`config.mk`:
```
export PLATFORM = sky130hd
export DESIGN_NAME = dhm_top
export DESIGN_NICKNAME = d
export VERILOG_FILES = /design/src/include/dhm_pkg.sv /design/src/rtl/dhm_top.sv
export VERILOG_INCLUDE_DIRS = /design/src /design/src/include
export SDC_FILE = /design/constraint.sdc
export NUM_CORES = 1
export LEC_CHECK = 0
export BUFFER_PORTS_ARGS = -buffer_cell sky130_fd_sc_hd__buf_2
export CAP_MARGIN = 0
export CORE_ASPECT_RATIO = 1.4
export CORE_MARGIN = 4
export CORE_UTILIZATION = 32
export DETAILED_ROUTE_END_ITERATION = 12
export HOLD_SLACK_MARGIN = 0.12
export PLACE_DENSITY = 0.5
export SLEW_MARGIN = 20
export SYNTH_ARGS = -nofsm -noshare
export SYNTH_HDL_FRONTEND = slang
export SYNTH_SLANG_ARGS = --single-unit
export TNS_END_PERCENT = 10
```
`constraint.sdc`:
```
create_clock -name aclk -period 4.35 [get_ports aclk]
set_clock_uncertainty 0.15 [all_clocks]
set_input_delay 0.435 -clock aclk [delete_from_list [all_inputs] [get_ports aclk]]
set_output_delay 0.435 -clock aclk [all_outputs]
set_load 0.05 [all_outputs]
```
`src/include/dhm_map.svh`:
```
`ifndef DHM_MAP_SVH
`define DHM_MAP_SVH

// timing
`define DHM_CLK_PERIOD_NS    10
`define DHM_SD_TIME_NS       40000
`define DHM_SD_CYCLES        ((`DHM_SD_TIME_NS + `DHM_CLK_PERIOD_NS - 1) / `DHM_CLK_PERIOD_NS)
`define DHM_SD_W             12
`define DHM_OPEN_HOLD_MS     10
`define DHM_OPEN_HOLD_CYCLES ((`DHM_OPEN_HOLD_MS * 1000000) / `DHM_CLK_PERIOD_NS)
`define DHM_BLANK_CYCLES_DEF 1024
`define DHM_DEB_CYCLES_DEF   4

// register map
`define DHM_ADDR_W           4
`define DHM_CTRL_OFS         4'h0
`define DHM_STAT_OFS         4'h4
`define DHM_CTRL_RST         2'h3
`define DHM_RESP_OKAY        2'h0
`define DHM_RESP_SLVERR      2'h2

// diagnostic pair codes {sensor_output_1,sensor_output_2}
`define DHM_CODE_NONE        2'h0
`define DHM_CODE_OPEN        2'h1
`define DHM_CODE_BAT         2'h2
`define DHM_CODE_GND         2'h3

`endif

```
`src/include/dhm_pkg.sv`:
```
`default_nettype none
package dhm_pkg;

  // per-input channel state, gray along off-blank-run-open
  typedef enum logic [2:0] {
    S_OFF    = 3'h0,
    S_BLANK  = 3'h1,
    S_RUN    = 3'h3,
    S_OPEN   = 3'h2,
    S_GSHORT = 3'h6,
    S_BSHORT = 3'h7
  } dhm_ch_state_t;

  // comparator flags of one sensor input
  typedef struct packed {
    logic hi;
    logic lo;
    logic open;
    logic gshort;
    logic bshort;
  } dhm_cmp_t;

  // open-drain pin drive
  typedef struct packed {
    logic o;
    logic oe;
  } dhm_od_t;

  // status register layout
  typedef struct packed {
    logic [18:0]   zero;
    logic          fault_pin;
    logic          sensor_output_2_pin;
    logic          sensor_output_1_pin;
    logic          supply_ok;
    logic          shutdown;
    logic [1:0]    track;
    dhm_ch_state_t st2;
    dhm_ch_state_t st1;
  } dhm_stat_t;

endpackage
`default_nettype wire

```
`src/rtl/dhm_top.sv`:
```
// Design decisions made here: the address map and the AXI4-Lite slave port.
`timescale 1ns/1ps
`default_nettype none
`include "dhm_map.svh"

// Overview of operation
// - current above high threshold drives output high
// - current below low threshold drives output low
// - normal mode, flag high: outputs track inputs
// - input 1 bad: flag low, output 1 low
// - input 2 bad: flag low, output 2 low
// - diagnostic select high gives encoded fault report
// - input 1 faults mask input 2 faults
// - flag low: pair encodes input 1 fault
// - flag high: supply/blanking, else input 2 fault
// - report follows live conditions, latched only for a ground short
// - with diagnostic select low, any input fault pulls fault flag low
// - supply out of range cuts both, restarts
// - open input cut, restarts when loaded again
// - battery short cuts that input only
// - ground short latches, only pull-up sourced
// - diagnostic select falling edge restarts ground-latched
// - long open on latched input gives open
// - other faults clear by themselves
// - ground short ignored while blanking
// - output enable low floats all outputs
// - both low 40us: shutdown until rising edge
module dhm_top #(
  parameter int unsigned BLANK_CYCLES     = `DHM_BLANK_CYCLES_DEF,
  parameter int unsigned DEB_CYCLES       = `DHM_DEB_CYCLES_DEF,
  parameter int unsigned OPEN_HOLD_CYCLES = `DHM_OPEN_HOLD_CYCLES
) (
  // clock, reset, enable
  input  wire logic                   aclk,
  input  wire logic                   aresetn,
  input  wire logic                   ce,
  // axi4-lite slave
  input  wire logic                   awvalid,
  output logic                        awready,
  input  wire logic [`DHM_ADDR_W-1:0] awaddr,
  input  wire logic                   wvalid,
  output logic                        wready,
  input  wire logic [31:0]            wdata,
  input  wire logic [3:0]             wstrb,
  output logic                        bvalid,
  input  wire logic                   bready,
  output logic [1:0]                  bresp,
  input  wire logic                   arvalid,
  output logic                        arready,
  input  wire logic [`DHM_ADDR_W-1:0] araddr,
  output logic                        rvalid,
  input  wire logic                   rready,
  output logic [31:0]                 rdata,
  output logic [1:0]                  rresp,
  // analog comparator flags
  input  wire logic                   supply_ok_cmp,
  input  wire dhm_pkg::dhm_cmp_t [1:0] sensor_input_cmp,
  // host control pins
  input  wire logic                   diagnostic_select,
  input  wire logic                   output_enable,
  // sensor input drive
  output logic [1:0]                  sensor_supply_en,
  output logic [1:0]                  sensor_pullup_en,
  // open-drain outputs
  input  wire logic                   sensor_output_1_i,
  input  wire logic                   sensor_output_2_i,
  input  wire logic                   fault_flag_n_i,
  output dhm_pkg::dhm_od_t            sensor_output_1,
  output dhm_pkg::dhm_od_t            sensor_output_2,
  output dhm_pkg::dhm_od_t            fault_flag_n
);
  import dhm_pkg::*;

  localparam int unsigned CNT_MAX = (BLANK_CYCLES > OPEN_HOLD_CYCLES) ? BLANK_CYCLES : OPEN_HOLD_CYCLES;
  localparam int          CNT_W   = $clog2(CNT_MAX + 1);
  localparam int          DEB_W   = $clog2(DEB_CYCLES + 1);
  localparam int          SD_W    = `DHM_SD_W;
  localparam int          NRAW    = 11;

  generate
    if (BLANK_CYCLES < 1 || DEB_CYCLES < 1 || OPEN_HOLD_CYCLES < 1) begin : g_bad
      $error("counts must be at least one");
    end
  endgenerate

  // comparator synchronizer and debounce
  logic [NRAW-1:0] raw;
  logic [NRAW-1:0] db;
  dhm_cmp_t [1:0]  cmp;
  logic            sup_ok;

  assign raw    = {supply_ok_cmp, sensor_input_cmp};
  assign cmp    = db[NRAW-2:0];
  assign sup_ok = db[NRAW-1];

  generate
    for (genvar b = 0; b < NRAW; b++) begin : g_deb
      logic             s1;
      logic             s2;
      logic             next_db;
      logic [DEB_W-1:0] dc;
      logic [DEB_W-1:0] next_dc;
      always_comb begin
        next_db = db[b];
        next_dc = dc;
        if (s2 == db[b]) begin
          next_dc = '0;
        end else if (dc == DEB_W'(DEB_CYCLES - 1)) begin
          next_db = s2;
          next_dc = '0;
        end else begin
          next_dc = dc + 1'b1;
        end
      end
      always_ff @(posedge aclk) begin
        if (!aresetn) begin
          s1    <= 1'b0;
          s2    <= 1'b0;
          db[b] <= 1'b0;
          dc    <= '0;
        end else if (ce) begin
          s1    <= raw[b];
          s2    <= s1;
          db[b] <= next_db;
          dc    <= next_dc;
        end
      end
    end
  endgenerate

  // host pin history and shutdown
  logic            diagnostic_select_q;
  logic            oe_q;
  logic            sd;
  logic            next_sd;
  logic [SD_W-1:0] sd_cnt;
  logic [SD_W-1:0] next_sd_cnt;
  logic            diagnostic_select_fall;
  localparam logic [SD_W-1:0] SD_LAST = SD_W'(`DHM_SD_CYCLES);

  assign diagnostic_select_fall = diagnostic_select_q && !diagnostic_select;

  always_comb begin
    next_sd     = sd;
    next_sd_cnt = sd_cnt;
    if (sd) begin
      next_sd_cnt = '0;
      if ((diagnostic_select && !diagnostic_select_q) || (output_enable && !oe_q)) begin
        next_sd = 1'b0;
      end
    end else if (!output_enable && !diagnostic_select) begin
      if (sd_cnt == SD_LAST) begin
        next_sd = 1'b1;
      end else begin
        next_sd_cnt = sd_cnt + 1'b1;
      end
    end else begin
      next_sd_cnt = '0;
    end
  end

  always_ff @(posedge aclk) begin
    if (!aresetn) begin
      diagnostic_select_q <= 1'b0;
      oe_q   <= 1'b0;
      sd     <= 1'b0;
      sd_cnt <= '0;
    end else if (ce) begin
      diagnostic_select_q <= diagnostic_select;
      oe_q   <= output_enable;
      sd     <= next_sd;
      sd_cnt <= next_sd_cnt;
    end
  end

  // per-input fault state machine
  logic [1:0]    ch_en;
  logic [1:0]    trk;
  dhm_ch_state_t st [2];

  generate
    for (genvar i = 0; i < 2; i++) begin : g_ch
      dhm_ch_state_t    cs;
      dhm_ch_state_t    next_cs;
      logic [CNT_W-1:0] cnt;
      logic [CNT_W-1:0] next_cnt;
      logic             t;
      logic             next_t;

      assign st[i]               = cs;
      assign trk[i]              = t;
      assign sensor_supply_en[i] = (cs == S_RUN) || (cs == S_BLANK);
      assign sensor_pullup_en[i] = (cs == S_GSHORT);

      always_comb begin
        next_cs  = cs;
        next_cnt = cnt;
        next_t   = t;
        if (cmp[i].hi) begin
          next_t = 1'b1;
        end else if (cmp[i].lo) begin
          next_t = 1'b0;
        end
        if (!sup_ok || !ch_en[i]) begin
          next_cs = S_OFF;
        end else begin
          unique case (cs)
            S_OFF: begin
              next_cs  = S_BLANK;
              next_cnt = CNT_W'(BLANK_CYCLES - 1);
            end
            S_BLANK: begin // ground short ignored here
              if (cnt == '0) begin
                next_cs = S_RUN;
              end else begin
                next_cnt = cnt - 1'b1;
              end
            end
            S_RUN: begin
              next_cnt = '0;
              if (cmp[i].open) begin
                next_cs = S_OPEN;
              end else if (cmp[i].bshort) begin
                next_cs = S_BSHORT;
              end else if (cmp[i].gshort) begin
                next_cs = S_GSHORT;
              end
            end
            S_OPEN, S_BSHORT: begin
              if ((cs == S_OPEN) ? !cmp[i].open : !cmp[i].bshort) begin
                next_cs  = S_BLANK;
                next_cnt = CNT_W'(BLANK_CYCLES - 1);
              end
            end
            S_GSHORT: begin
              if (diagnostic_select_fall) begin
                next_cs  = S_BLANK;
                next_cnt = CNT_W'(BLANK_CYCLES - 1);
              end else if (!cmp[i].open) begin
                next_cnt = '0;
              end else if (cnt == CNT_W'(OPEN_HOLD_CYCLES - 1)) begin
                next_cs  = S_OPEN;
                next_cnt = '0;
              end else begin
                next_cnt = cnt + 1'b1;
              end
            end
            default: next_cs = S_OFF;
          endcase
        end
      end

      always_ff @(posedge aclk) begin
        if (!aresetn) begin
          cs  <= S_OFF;
          cnt <= '0;
          t   <= 1'b0;
        end else if (ce) begin
          cs  <= next_cs;
          cnt <= next_cnt;
          t   <= next_t;
        end
      end

    end
  endgenerate

  // pin encoding
  function automatic logic [1:0] fcode(input dhm_ch_state_t s);
    logic [1:0] c;
    c = `DHM_CODE_NONE;
    if (s == S_OPEN) c = `DHM_CODE_OPEN;
    if (s == S_BSHORT) c = `DHM_CODE_BAT;
    if (s == S_GSHORT) c = `DHM_CODE_GND;
    return c;
  endfunction

  logic    [1:0] bad;
  logic    [1:0] flt;
  logic          err_v;
  logic    [1:0] pair;
  dhm_od_t       next_o1;
  dhm_od_t       next_o2;
  dhm_od_t       next_err;
  logic          drv;

  always_comb begin
    bad  = {st[1] != S_RUN, st[0] != S_RUN};
    flt  = {fcode(st[1]) != `DHM_CODE_NONE, fcode(st[0]) != `DHM_CODE_NONE};
    drv  = output_enable && !sd;
    if (!diagnostic_select) begin
      err_v = !(bad[0] || bad[1]);
      pair  = {!bad[0] && trk[0], !bad[1] && trk[1]};
    end else if (flt[0]) begin
      err_v = 1'b0;
      pair  = fcode(st[0]);
    end else if (bad[0] || st[1] == S_BLANK || st[1] == S_OFF) begin
      err_v = 1'b1;
      pair  = `DHM_CODE_NONE;
    end else begin
      err_v = flt[1];
      pair  = fcode(st[1]);
    end
    next_o1  = '{o: 1'b0, oe: drv && !pair[1]};
    next_o2  = '{o: 1'b0, oe: drv && !pair[0]};
    next_err = '{o: 1'b0, oe: drv && !err_v};
  end

  always_ff @(posedge aclk) begin
    if (!aresetn) begin
      sensor_output_1 <= '0;
      sensor_output_2 <= '0;
      fault_flag_n    <= '0;
    end else if (ce) begin
      sensor_output_1 <= next_o1;
      sensor_output_2 <= next_o2;
      fault_flag_n    <= next_err;
    end
  end

  // axi4-lite register slave
  logic                   aw_held;
  logic                   w_held;
  logic [`DHM_ADDR_W-1:0] aw_q;
  logic [31:0]            wd_q;
  logic                   ws_q;
  logic                   next_aw_held;
  logic                   next_w_held;
  logic                   next_bvalid;
  logic [1:0]             next_bresp;
  logic [1:0]             next_ch_en;
  logic                   next_rvalid;
  logic [31:0]            next_rdata;
  logic [1:0]             next_rresp;
  dhm_stat_t              stat;

  assign awready = ce && !aw_held;
  assign wready  = ce && !w_held;
  assign arready = ce && !rvalid;

  always_comb begin
    stat = '{zero: '0, fault_pin: fault_flag_n_i, sensor_output_2_pin: sensor_output_2_i,
             sensor_output_1_pin: sensor_output_1_i, supply_ok: sup_ok, shutdown: sd,
             track: trk, st2: st[1], st1: st[0]};
    next_aw_held = aw_held || (awvalid && awready);
    next_w_held  = w_held || (wvalid && wready);
    next_bvalid  = bvalid && !bready;
    next_bresp   = bresp;
    next_ch_en   = ch_en;
    if (aw_held && w_held && !bvalid) begin
      next_aw_held = 1'b0;
      next_w_held  = 1'b0;
      next_bvalid  = 1'b1;
      next_bresp   = `DHM_RESP_OKAY;
      if ({aw_q[`DHM_ADDR_W-1:2], 2'b00} == `DHM_CTRL_OFS) begin
        if (ws_q) next_ch_en = wd_q[1:0];
      end else if ({aw_q[`DHM_ADDR_W-1:2], 2'b00} != `DHM_STAT_OFS) begin
        next_bresp = `DHM_RESP_SLVERR;
      end
    end
    next_rvalid = rvalid && !rready;
    next_rdata  = rdata;
    next_rresp  = rresp;
    if (arvalid && arready) begin
      next_rvalid = 1'b1;
      next_rresp  = `DHM_RESP_OKAY;
      next_rdata  = '0;
      if ({araddr[`DHM_ADDR_W-1:2], 2'b00} == `DHM_CTRL_OFS) begin
        next_rdata = {30'h0, ch_en};
      end else if ({araddr[`DHM_ADDR_W-1:2], 2'b00} == `DHM_STAT_OFS) begin
        next_rdata = stat;
      end else begin
        next_rresp = `DHM_RESP_SLVERR;
      end
    end
  end

  always_ff @(posedge aclk) begin
    if (!aresetn) begin
      aw_held <= 1'b0;
      w_held  <= 1'b0;
      aw_q    <= '0;
      wd_q    <= '0;
      ws_q    <= 1'b0;
      bvalid  <= 1'b0;
      bresp   <= `DHM_RESP_OKAY;
      ch_en   <= `DHM_CTRL_RST;
      rvalid  <= 1'b0;
      rdata   <= '0;
      rresp   <= `DHM_RESP_OKAY;
    end else if (ce) begin
      aw_held <= next_aw_held;
      w_held  <= next_w_held;
      if (awvalid && awready) aw_q <= awaddr;
      if (wvalid && wready) wd_q <= wdata;
      if (wvalid && wready) ws_q <= wstrb[0];
      bvalid  <= next_bvalid;
      bresp   <= next_bresp;
      ch_en   <= next_ch_en;
      rvalid  <= next_rvalid;
      rdata   <= next_rdata;
      rresp   <= next_rresp;
    end
  end
endmodule
`default_nettype wire

```
==> results.md, run 1 <==
- The count of nets left with antenna violations once routing finished came out at 0.
- The most common cell after layout, fill and taps aside is sky130_fd_sc_hd__dfxtp_1.
- The shortest clock period the worst path allows after layout is 2.73 ns.
- Post-CTS timing repair inserted 0 buffers for setup.
- Synthesis instantiated 81 different standard cells from the library.
- The initial utilization of the core area, before any placement, comes to 0.325.
- The signal on the critical path passes through nor4_4 -> nand4_1 -> o21ai_0 -> buf_4 -> or3_1 -> o22ai_1 -> a221o_1.
- In the routed design, unresolved DRC markers number 0.
- The setup TNS after final layout is 0 ns.
- The die is slightly above 200 um tall.
- Synthesis produced a netlist whose cell count is 1134.
- The clock buffer count from CTS is 17.
- The critical path data arrival time is approximately 2.9 ns.
- The delay of the slowest cell on the worst path is 0.57 ns.
- The number of global-route vias before repair is between 7000 and 8000.
- At the end of the flow, the number of nets in the layout was roughly 1200.
- The initial antenna violation count is 0.
- On the critical path, the stage with the largest delay is an instance of sky130_fd_sc_hd__nor4_4.
- The fill cell total of the finished layout is approximately 2900.
- The clock latency on the worst-skew pair is between 0.4 and 0.5 ns.
- The clock net in this run drives a total of roughly 160 sinks.
- The number of diodes added for antenna fixing is 0.
- In the layout the commonest cells are sky130_fd_sc_hd__dfxtp_1 (158), sky130_fd_sc_hd__nand2_1 (122), sky130_fd_sc_hd__nor2_1 (117).
- STA classifies the critical path startpoint as a flip-flop.
- From synthesis to final layout, the design area changed by 13.4%.
- The cell count after placement is about 1500.
- The areal power density over the cells is between 300 and 400 nW/um^2.
- The number of buffers inserted by hold repair at cts is 24.
- The number of register bits inferred by synthesis is between 150 and 200.
- The buffer type at the clock tree root is sky130_fd_sc_hd__clkbuf_16.
- The maximum vdd drop is 0.270 mV.
- The largest net degree at the start of global routing is 52.
- The floorplan die width is 150 um.
- Summed over all layers, the routed wires come to 24300 um.
- At the worst endpoint, the required time is between 4 and 5 ns.
- The routed layout has 8176 vias.
- The floorplan step defined a core boundary enclosing roughly 28000 um^2.
- The area of the mapped netlist is approximately 9000 um^2.
- Dividing the final minimum period by the clock period gives 0.627.
- The overall routing resource usage is 0.158.
- The max-slew violation count was 0.
- At the pin with the least slew margin, the transition time is approximately 0.87 ns.
- For this design the top-level I/O count stands at approximately 120.
- The total of warnings raised by yosys is 0.
- Setup violations remaining at the end of the flow were counted as 0.
- Global routing finished with a remaining overflow of 0.
- Timing would allow up to approximately 0.37 GHz.
- Dividing the detail-routed via count by the number of cells gives between 5 and 6.
- The first detailed-routing pass took 6 iterations.
- In the final layout, the share of cells above drive strength 1 is 0.112.
- The mean routed wirelength per cell is 15.7 um.
- Headroom to the max-slew limit came out at 0.421.
- Clock-pin slew was measured on the worst setup and hold paths at roughly 0.06 ns.
- The final hold violation count is 0.
- The multi-input combinational cells in the finished layout cover a total of between 5000 and 6000 um^2.
- The number of DRC violations after detailed-routing iteration 0 is roughly 410.
- The worst setup path is of the flip-flop to flip-flop kind.
- The deepest clock path buffer count is 2.
- Leaving out filler cells and counting taps, the final layout contains ~1500.
- Summed over all nets, the half-perimeter wirelength after detailed placement is 16400 um.
- The leakage dissipation is 3.91 nW.
- After clock tree synthesis, the repair step resized 0 gates.
- The maximum fanout along the worst path is 11.
- Setup repair after global routing left no endpoint under its margin.
- The register area is between 3000 and 4000 um^2.
- The flow ran to the end, and the final reports show no timing, DRC or antenna violations.
- The total number of H-tree levels is 4.
- The capturing element type of the critical path is a flip-flop.
- The mean instance size in the synthesized netlist is ~8 um^2.
- The area of the die is around 30000 um^2.
- The number of placement rows is around 70.
- For this run, the register share of the synthesized area comes to 0.352.
- The class of the tightest hold or removal check is input pin to flip-flop.
- The share of flip-flops with an asynchronous set or reset after synthesis is 0.
- The first global-routing pass estimated 40000 um of wire.
- Port buffering added 57 buffers.
- TritonCTS built the clock tree.
- Among all flip-flop cells after synthesis, the most frequent one is sky130_fd_sc_hd__dfxtp_1.
- The number of flops mapped to enable cells by yosys is 0.
- The max-capacitance violation count is 0.
- At the end of routability-driven placement, the weighted congestion stood at between 0.8 and 0.9.
layer usage:
layer  track usage  part of all wire  up-vias
li1              -                 -     4088
met1         0.193              0.44     3910
met2         0.280              0.51      144
met3        0.0239             0.029       34
met4        0.0605             0.023        0
met5             0                 0        -
per-stage QoR:
stage / util / power [mW] / setup slack [ns] / area (um^2) / hold slack [ns]
6_report: 0.368 / 3.13 / 1.62 / 10200 / 0.157
5_1_grt: 0.368 / 3.24 / 1.40 / 10200 / 0.205
4_1_cts: 0.368 / 3.17 / 1.64 / 10200 / 0.139
3_5_place_dp: 0.339 / 1.72 / 1.53 / 9390 / 0.269
3_3_place_gp: 0.339 / 1.72 / 1.53 / 9390 / 0.264
2_1_floorplan: - / 1.69 / 1.85 / 9060 / 0.257
sequential cells by signal (all words and copies together), names as in the netlist, 2 cells and up:
name      flops
wd_q          2
sd_cnt       12
g_deb.dc     33
cmp          10
rdata        13
g_ch.t        2
g_ch.cnt     40
g_ch.cs       6
aw_q          2
g_deb.s2     11
ch_en         2
g_deb.s1     11
Yosys cell counts (4+ instances only):
cell	number	area share
sky130_fd_sc_hd__a21oi_1	100	0.056
sky130_fd_sc_hd__a221o_1	4	0.0045
sky130_fd_sc_hd__a221oi_1	4	0.0039
sky130_fd_sc_hd__a22o_1	7	0.0068
sky130_fd_sc_hd__a31oi_1	7	0.0049
sky130_fd_sc_hd__a32o_1	8	0.0089
sky130_fd_sc_hd__and2_1	8	0.0056
sky130_fd_sc_hd__and3_1	12	0.0084
sky130_fd_sc_hd__and4_1	7	0.0068
sky130_fd_sc_hd__buf_1	5	0.0021
sky130_fd_sc_hd__buf_2	10	0.0056
sky130_fd_sc_hd__buf_4	25	0.021
sky130_fd_sc_hd__clkbuf_1	68	0.028
sky130_fd_sc_hd__dfxtp_1	158	0.35
sky130_fd_sc_hd__ha_1	19	0.026
sky130_fd_sc_hd__inv_1	22	0.0092
sky130_fd_sc_hd__mux2i_1	46	0.051
sky130_fd_sc_hd__nand2_1	122	0.051
sky130_fd_sc_hd__nand2b_1	27	0.019
sky130_fd_sc_hd__nand3_1	43	0.024
sky130_fd_sc_hd__nand3b_1	5	0.0042
sky130_fd_sc_hd__nand4_1	34	0.024
sky130_fd_sc_hd__nand4b_1	15	0.015
sky130_fd_sc_hd__nor2_1	117	0.049
sky130_fd_sc_hd__nor2b_1	6	0.0042
sky130_fd_sc_hd__nor3_1	20	0.011
sky130_fd_sc_hd__nor3b_1	7	0.0059
sky130_fd_sc_hd__nor4_1	13	0.0091
sky130_fd_sc_hd__o211ai_1	4	0.0033
sky130_fd_sc_hd__o21a_1	4	0.0033
sky130_fd_sc_hd__o21ai_0	48	0.027
sky130_fd_sc_hd__o221ai_1	6	0.0059
sky130_fd_sc_hd__o22ai_1	15	0.010
sky130_fd_sc_hd__o31ai_1	5	0.0042
sky130_fd_sc_hd__o32ai_1	8	0.0078
sky130_fd_sc_hd__or2_2	12	0.0084
sky130_fd_sc_hd__or3_1	5	0.0035
sky130_fd_sc_hd__or4_1	4	0.0033
sky130_fd_sc_hd__xnor2_1	19	0.019
sky130_fd_sc_hd__xor2_1	23	0.022
cells by family after synthesis:
logic type | count (synthesis) | share of synthesized area
AOI/OAI and AO/OA | 254 | 0.181
xor gates and xnor gates | 42 | 0.0410
adders and majority gates | 19 | 0.0265
buffers and inverters | 134 | 0.0687
DFF | 158 | 0.352
muxes | 47 | 0.0526
other | 1 | 0.000418
and+or+nand+nor | 479 | 0.278
critical path, delay by kind of cell, from the launching register on:
family | cells | cell delay [ns]
flops | 1 | 0.42
buf+inv | 1 | 0.22
compound gates | 3 | 0.71
simple gates | 3 | 1.12
cell type report:
type                            instances  share of cell area
Clock inverter                          8             0.00553
Clock buffer                           24              0.0483
Sequential cell                       158               0.311
Inverter                               25             0.00934
Multi-Input combinational cell        865               0.519
Tap cell                              370              0.0455
Timing Repair Buffer                   94              0.0615
power breakdown:
part	total, mW	internal (mW)	switching [mW]
registers	1.48	1.47	0.0137
logic	0.226	0.0645	0.162
clock network	1.42	0.793	0.627
total	3.13	2.32	0.803
final timing paths:
path	from	endpoint	slack [ns]	cells after the start
setup / recovery	g_ch[1].cnt[10]	g_ch[1].cnt[13]	1.62	7
hold / removal	output_enable	oe_q	0.16	3
setup reg to reg	g_ch[1].cnt[10]	g_ch[1].cnt[13]	1.62	7
hold reg to reg	g_deb[9].dc[2]	g_deb[9].dc[2]	0.28	2
(Power assumes the default switching activity.)
==> run 2, diff against run 1 <==
- PLACE_DENSITY: 0.5 -> 0.52
- clock period: 4.35 -> 2.47 ns (I/O delays scaled with it)
==> run 2 against run 1 <==
Against the previous run:
- cell area up 7.4%
- sequential cell count unchanged
- worst hold slack worse by 0.012 ns
- final cell count up 5.4%
- critical path depth up 1
- count of clock-buffer cells in the layout down 5
- largest cell class unchanged
- highest routed layer unchanged
==> results.md, run 2 (synthesis results as in run 1) <==
- The deepest clock path buffer count is 2.
- The number of global-route vias before repair is a little over 8000.
- In the final routed layout, each cell accounts on average for 15.4 um.
- The total iterations of the first detailed-routing run is 5.
- The capturing element type of the critical path is a flip-flop.
- The worst hold path terminates at rdata[0].
- The cell family contributing the most delay on the critical path is compound AO/OA/AOI/OAI gates.
- Port buffering added 57 buffers.
- The run finished with clean final reports.
- The critical path start-end classification is flip-flop to flip-flop.
- The register containing the most flip-flops in the final layout is g_ch.cnt.
- The critical path data arrival time is approximately 2.6 ns.
- The layout overhead on the synthesized area is 21.7%.
- The fraction of layout cells with a size suffix above 1 is 0.173.
- The floorplan step defined a die boundary enclosing slightly above 30000 um^2.
- The class of the tightest hold or removal check is input pin to flip-flop.
- In the global route stage, overall resource usage came out at 0.164.
- The startpoint identified for the worst hold timing path is araddr[2].
- Wire segments on met2 add up to ~13000 um in the final route.
- The initial antenna violation count is 0.
- The initial utilization of the core area, before any placement, comes to 0.325.
- The area of the multi-input gates is between 5000 and 6000 um^2.
- Of the available clock period, the critical path in the final layout requires 0.965.
- The number of DRC violations after detailed-routing iteration 0 is around 500.
- The total overflow reported by the global router is 0.
- The final-stage net count is between 1000 and 1500.
- The clock tree from TritonCTS is built.
- Clock-pin slew was measured on the worst setup and hold paths at roughly 0.07 ns.
- The final worst hold slack is around 0.14 ns.
- The max-slew violation count is 0.
- After legalization and detailed placement, the total HPWL measured roughly 18000 um.
- The most common cell after layout, fill and taps aside is sky130_fd_sc_hd__dfxtp_1.
- The detail route stage leaves a number of antenna-violating nets equal to 0.
- The congestion estimate from routability-driven global placement came to between 0.8 and 0.9.
- The leakage dissipation is around 4.4 nW.
- In this run the critical register-to-register path is launched from g_ch[1].cnt[1].
- The core footprint is approximately 28000 um^2.
- The maximum vdd drop is between 0.4 and 0.5 mV.
- The largest single stage delay on the critical path is 0.38 ns.
- The total number of H-tree levels is 4.
- The total via count in the routed design is ~8500.
- After detailed routing, the wire length on met1 is between 10000 and 15000 um.
- Setup repair after global routing left no endpoint under its margin.
- Counting cells, the worst reg-to-reg path comes to 8.
- The number of flip-flops in the largest register is 40.
- The buffer type at the clock tree root is sky130_fd_sc_hd__clkbuf_16.
- The clock buffer count from CTS is 17.
- In the layout the commonest cells are sky130_fd_sc_hd__dfxtp_1 (154), sky130_fd_sc_hd__nand2_1 (122), sky130_fd_sc_hd__nor2_1 (117).
- For this run, design rule violations remaining after detail routing come to 0.
- The layout has 2889 filler cells.
- The number of buffers and inverters on the critical path is 1.
- Registers take roughly 3200 um^2.
- Pin placement for this block handled approximately 120 I/O pins.
- The shortest clock period the worst path allows after layout is 2.38 ns.
- The final standard cell area without fillers is around 11000 um^2.
- The end of the worst register-to-register path is g_ch[1].cs[1].
- The areal power density over the cells is 533 nW/um^2.
- The number of sinks on the clock net is 158.
- The final hold violation count is 0.
- The later pin in the worst-skew pair is clocked with a latency of around 0.44 ns.
- The floorplan die width is ~150 um.
- The largest registers in the layout are g_ch.cnt (40), g_deb.dc (33), rdata (13).
- Entering global routing, the biggest net connects 108 pins.
- For the pin with the worst max-slew slack, the measured transition is 0.758 ns.
- The detailed-route vias per instance is 5.24.
- Summed over all nets, wire length on met3 after detailed routing comes to 809 um.
- The setup check on the worst reg-to-reg path leaves a slack of just under 0.09 ns.
- The placed cell area is around 10000 um^2.
- The setup TNS after final layout is 0 ns.
- The wire length of the first global-routing pass is roughly 41000 um.
- The number of buffers inserted to repair setup after CTS is 0.
- The routed design has roughly 25000 um of wire.
- The die is 206 um tall.
- The number of antenna diodes in the final layout is 0.
- The highest-delay cell along the critical path is sky130_fd_sc_hd__o41a_1.
- Derived from the worst setup path, the maximum achievable clock frequency is approximately 0.42 GHz.
- The number of standard cells in the layout, taps in and fillers out is between 1500 and 2000.
- Overall power consumption after layout is estimated at slightly below 6 mW.
- After floorplanning, the core was divided into 72 placement rows.
- The headroom to the max-slew limit is 0.494.
- The startpoint type of the worst setup path is a flip-flop.
- The top layer reached by signal wires is met4.
- Traced cell by cell, the critical path runs through ha_1 -> and3_1 -> nand4_1 -> buf_4 -> nor2_4 -> o22ai_2 -> o41a_1 -> a2111oi_1.
- The cell count after placement is approximately 1600.
- In this run the worst path has a maximum fanout of 6.
- The final count of negative-setup-slack endpoints is 0.
- The worst hold path cell count is 5.
- Across the run, the number of max-cap violations was 0.
- At the worst endpoint, the required time is between 2 and 3 ns.
-- run 2: cell count changes in the layout (fill, tap and decap cells not counted), sizes merged --
cell	before	now
buf	70	148
bufinv	0	3
clkbuf	24	19
clkinv	6	4
dlygate4sd3	24	30
inv	25	29
-- run 2: tightest hold or removal path, stage by stage --
cell and delay (ns):
sky130_fd_sc_hd__buf_2 0.12, sky130_fd_sc_hd__mux2i_1 0.07, sky130_fd_sc_hd__nor3_1 0.12, sky130_fd_sc_hd__a21oi_1 0.06, sky130_fd_sc_hd__nor2_1 0.07
-- run 2: worst max path at each step --
stage	from	end	slack (ns)	cells after the start
floorplan	g_ch[1].cs[0]	g_ch[1].cs[1]	0.05	7
global placement	g_ch[1].cnt[6]	g_ch[1].cnt[13]	0.06	6
detailed placement	g_ch[1].cnt[6]	g_ch[1].cnt[13]	0.04	6
CTS	g_ch[1].cnt[6]	g_ch[1].cnt[13]	0.02	6
global route	g_ch[1].cs[2]	g_ch[1].cnt[16]	0.006	7
finish	g_ch[1].cnt[1]	g_ch[1].cs[1]	0.09	8
-- run 2: report_power, final --
group / switching (mW) / total, mW / internal (mW)
Combinational: 0.287 / 0.417 / 0.130
Sequential: 0.0233 / 2.61 / 2.58
Clock: 1.16 / 2.80 / 1.64
-- run 2: metrics by stage --
stage	util	worst slack [ns]
final	0.395	0.0866
after global routing	0.395	0.00558
after CTS	0.394	0.0157
after detailed placement	0.361	0.0395
after global placement	0.361	0.0626
after floorplan	-	0.0546
-- run 2: layer usage --
metal  track usage  vias to the layer above
met5             0                        -
met4        0.0582                        0
met3        0.0276                       44
met2         0.301                      176
met1         0.190                     4067
li1              -                     4248
-- run 2: final cells by class --
class / instances / area share
timing repair buffer: 178 / 0.117
clock buffer: 19 / 0.0405
sequential: 158 / 0.290
tap: 370 / 0.0424
inverter: 25 / 0.00870
clock inverter: 13 / 0.0163
multi-input combinational: 865 / 0.485
-- run 2: repair_timing --
| action | in CTS | in global routing |
|---|---|---|
| hold endpoints to repair | 38 | 0 |
| endpoints found under the setup margin | 0 | 13 |
| gates resized for setup | 0 | 8 |
| hold buffers | 30 | 0 |
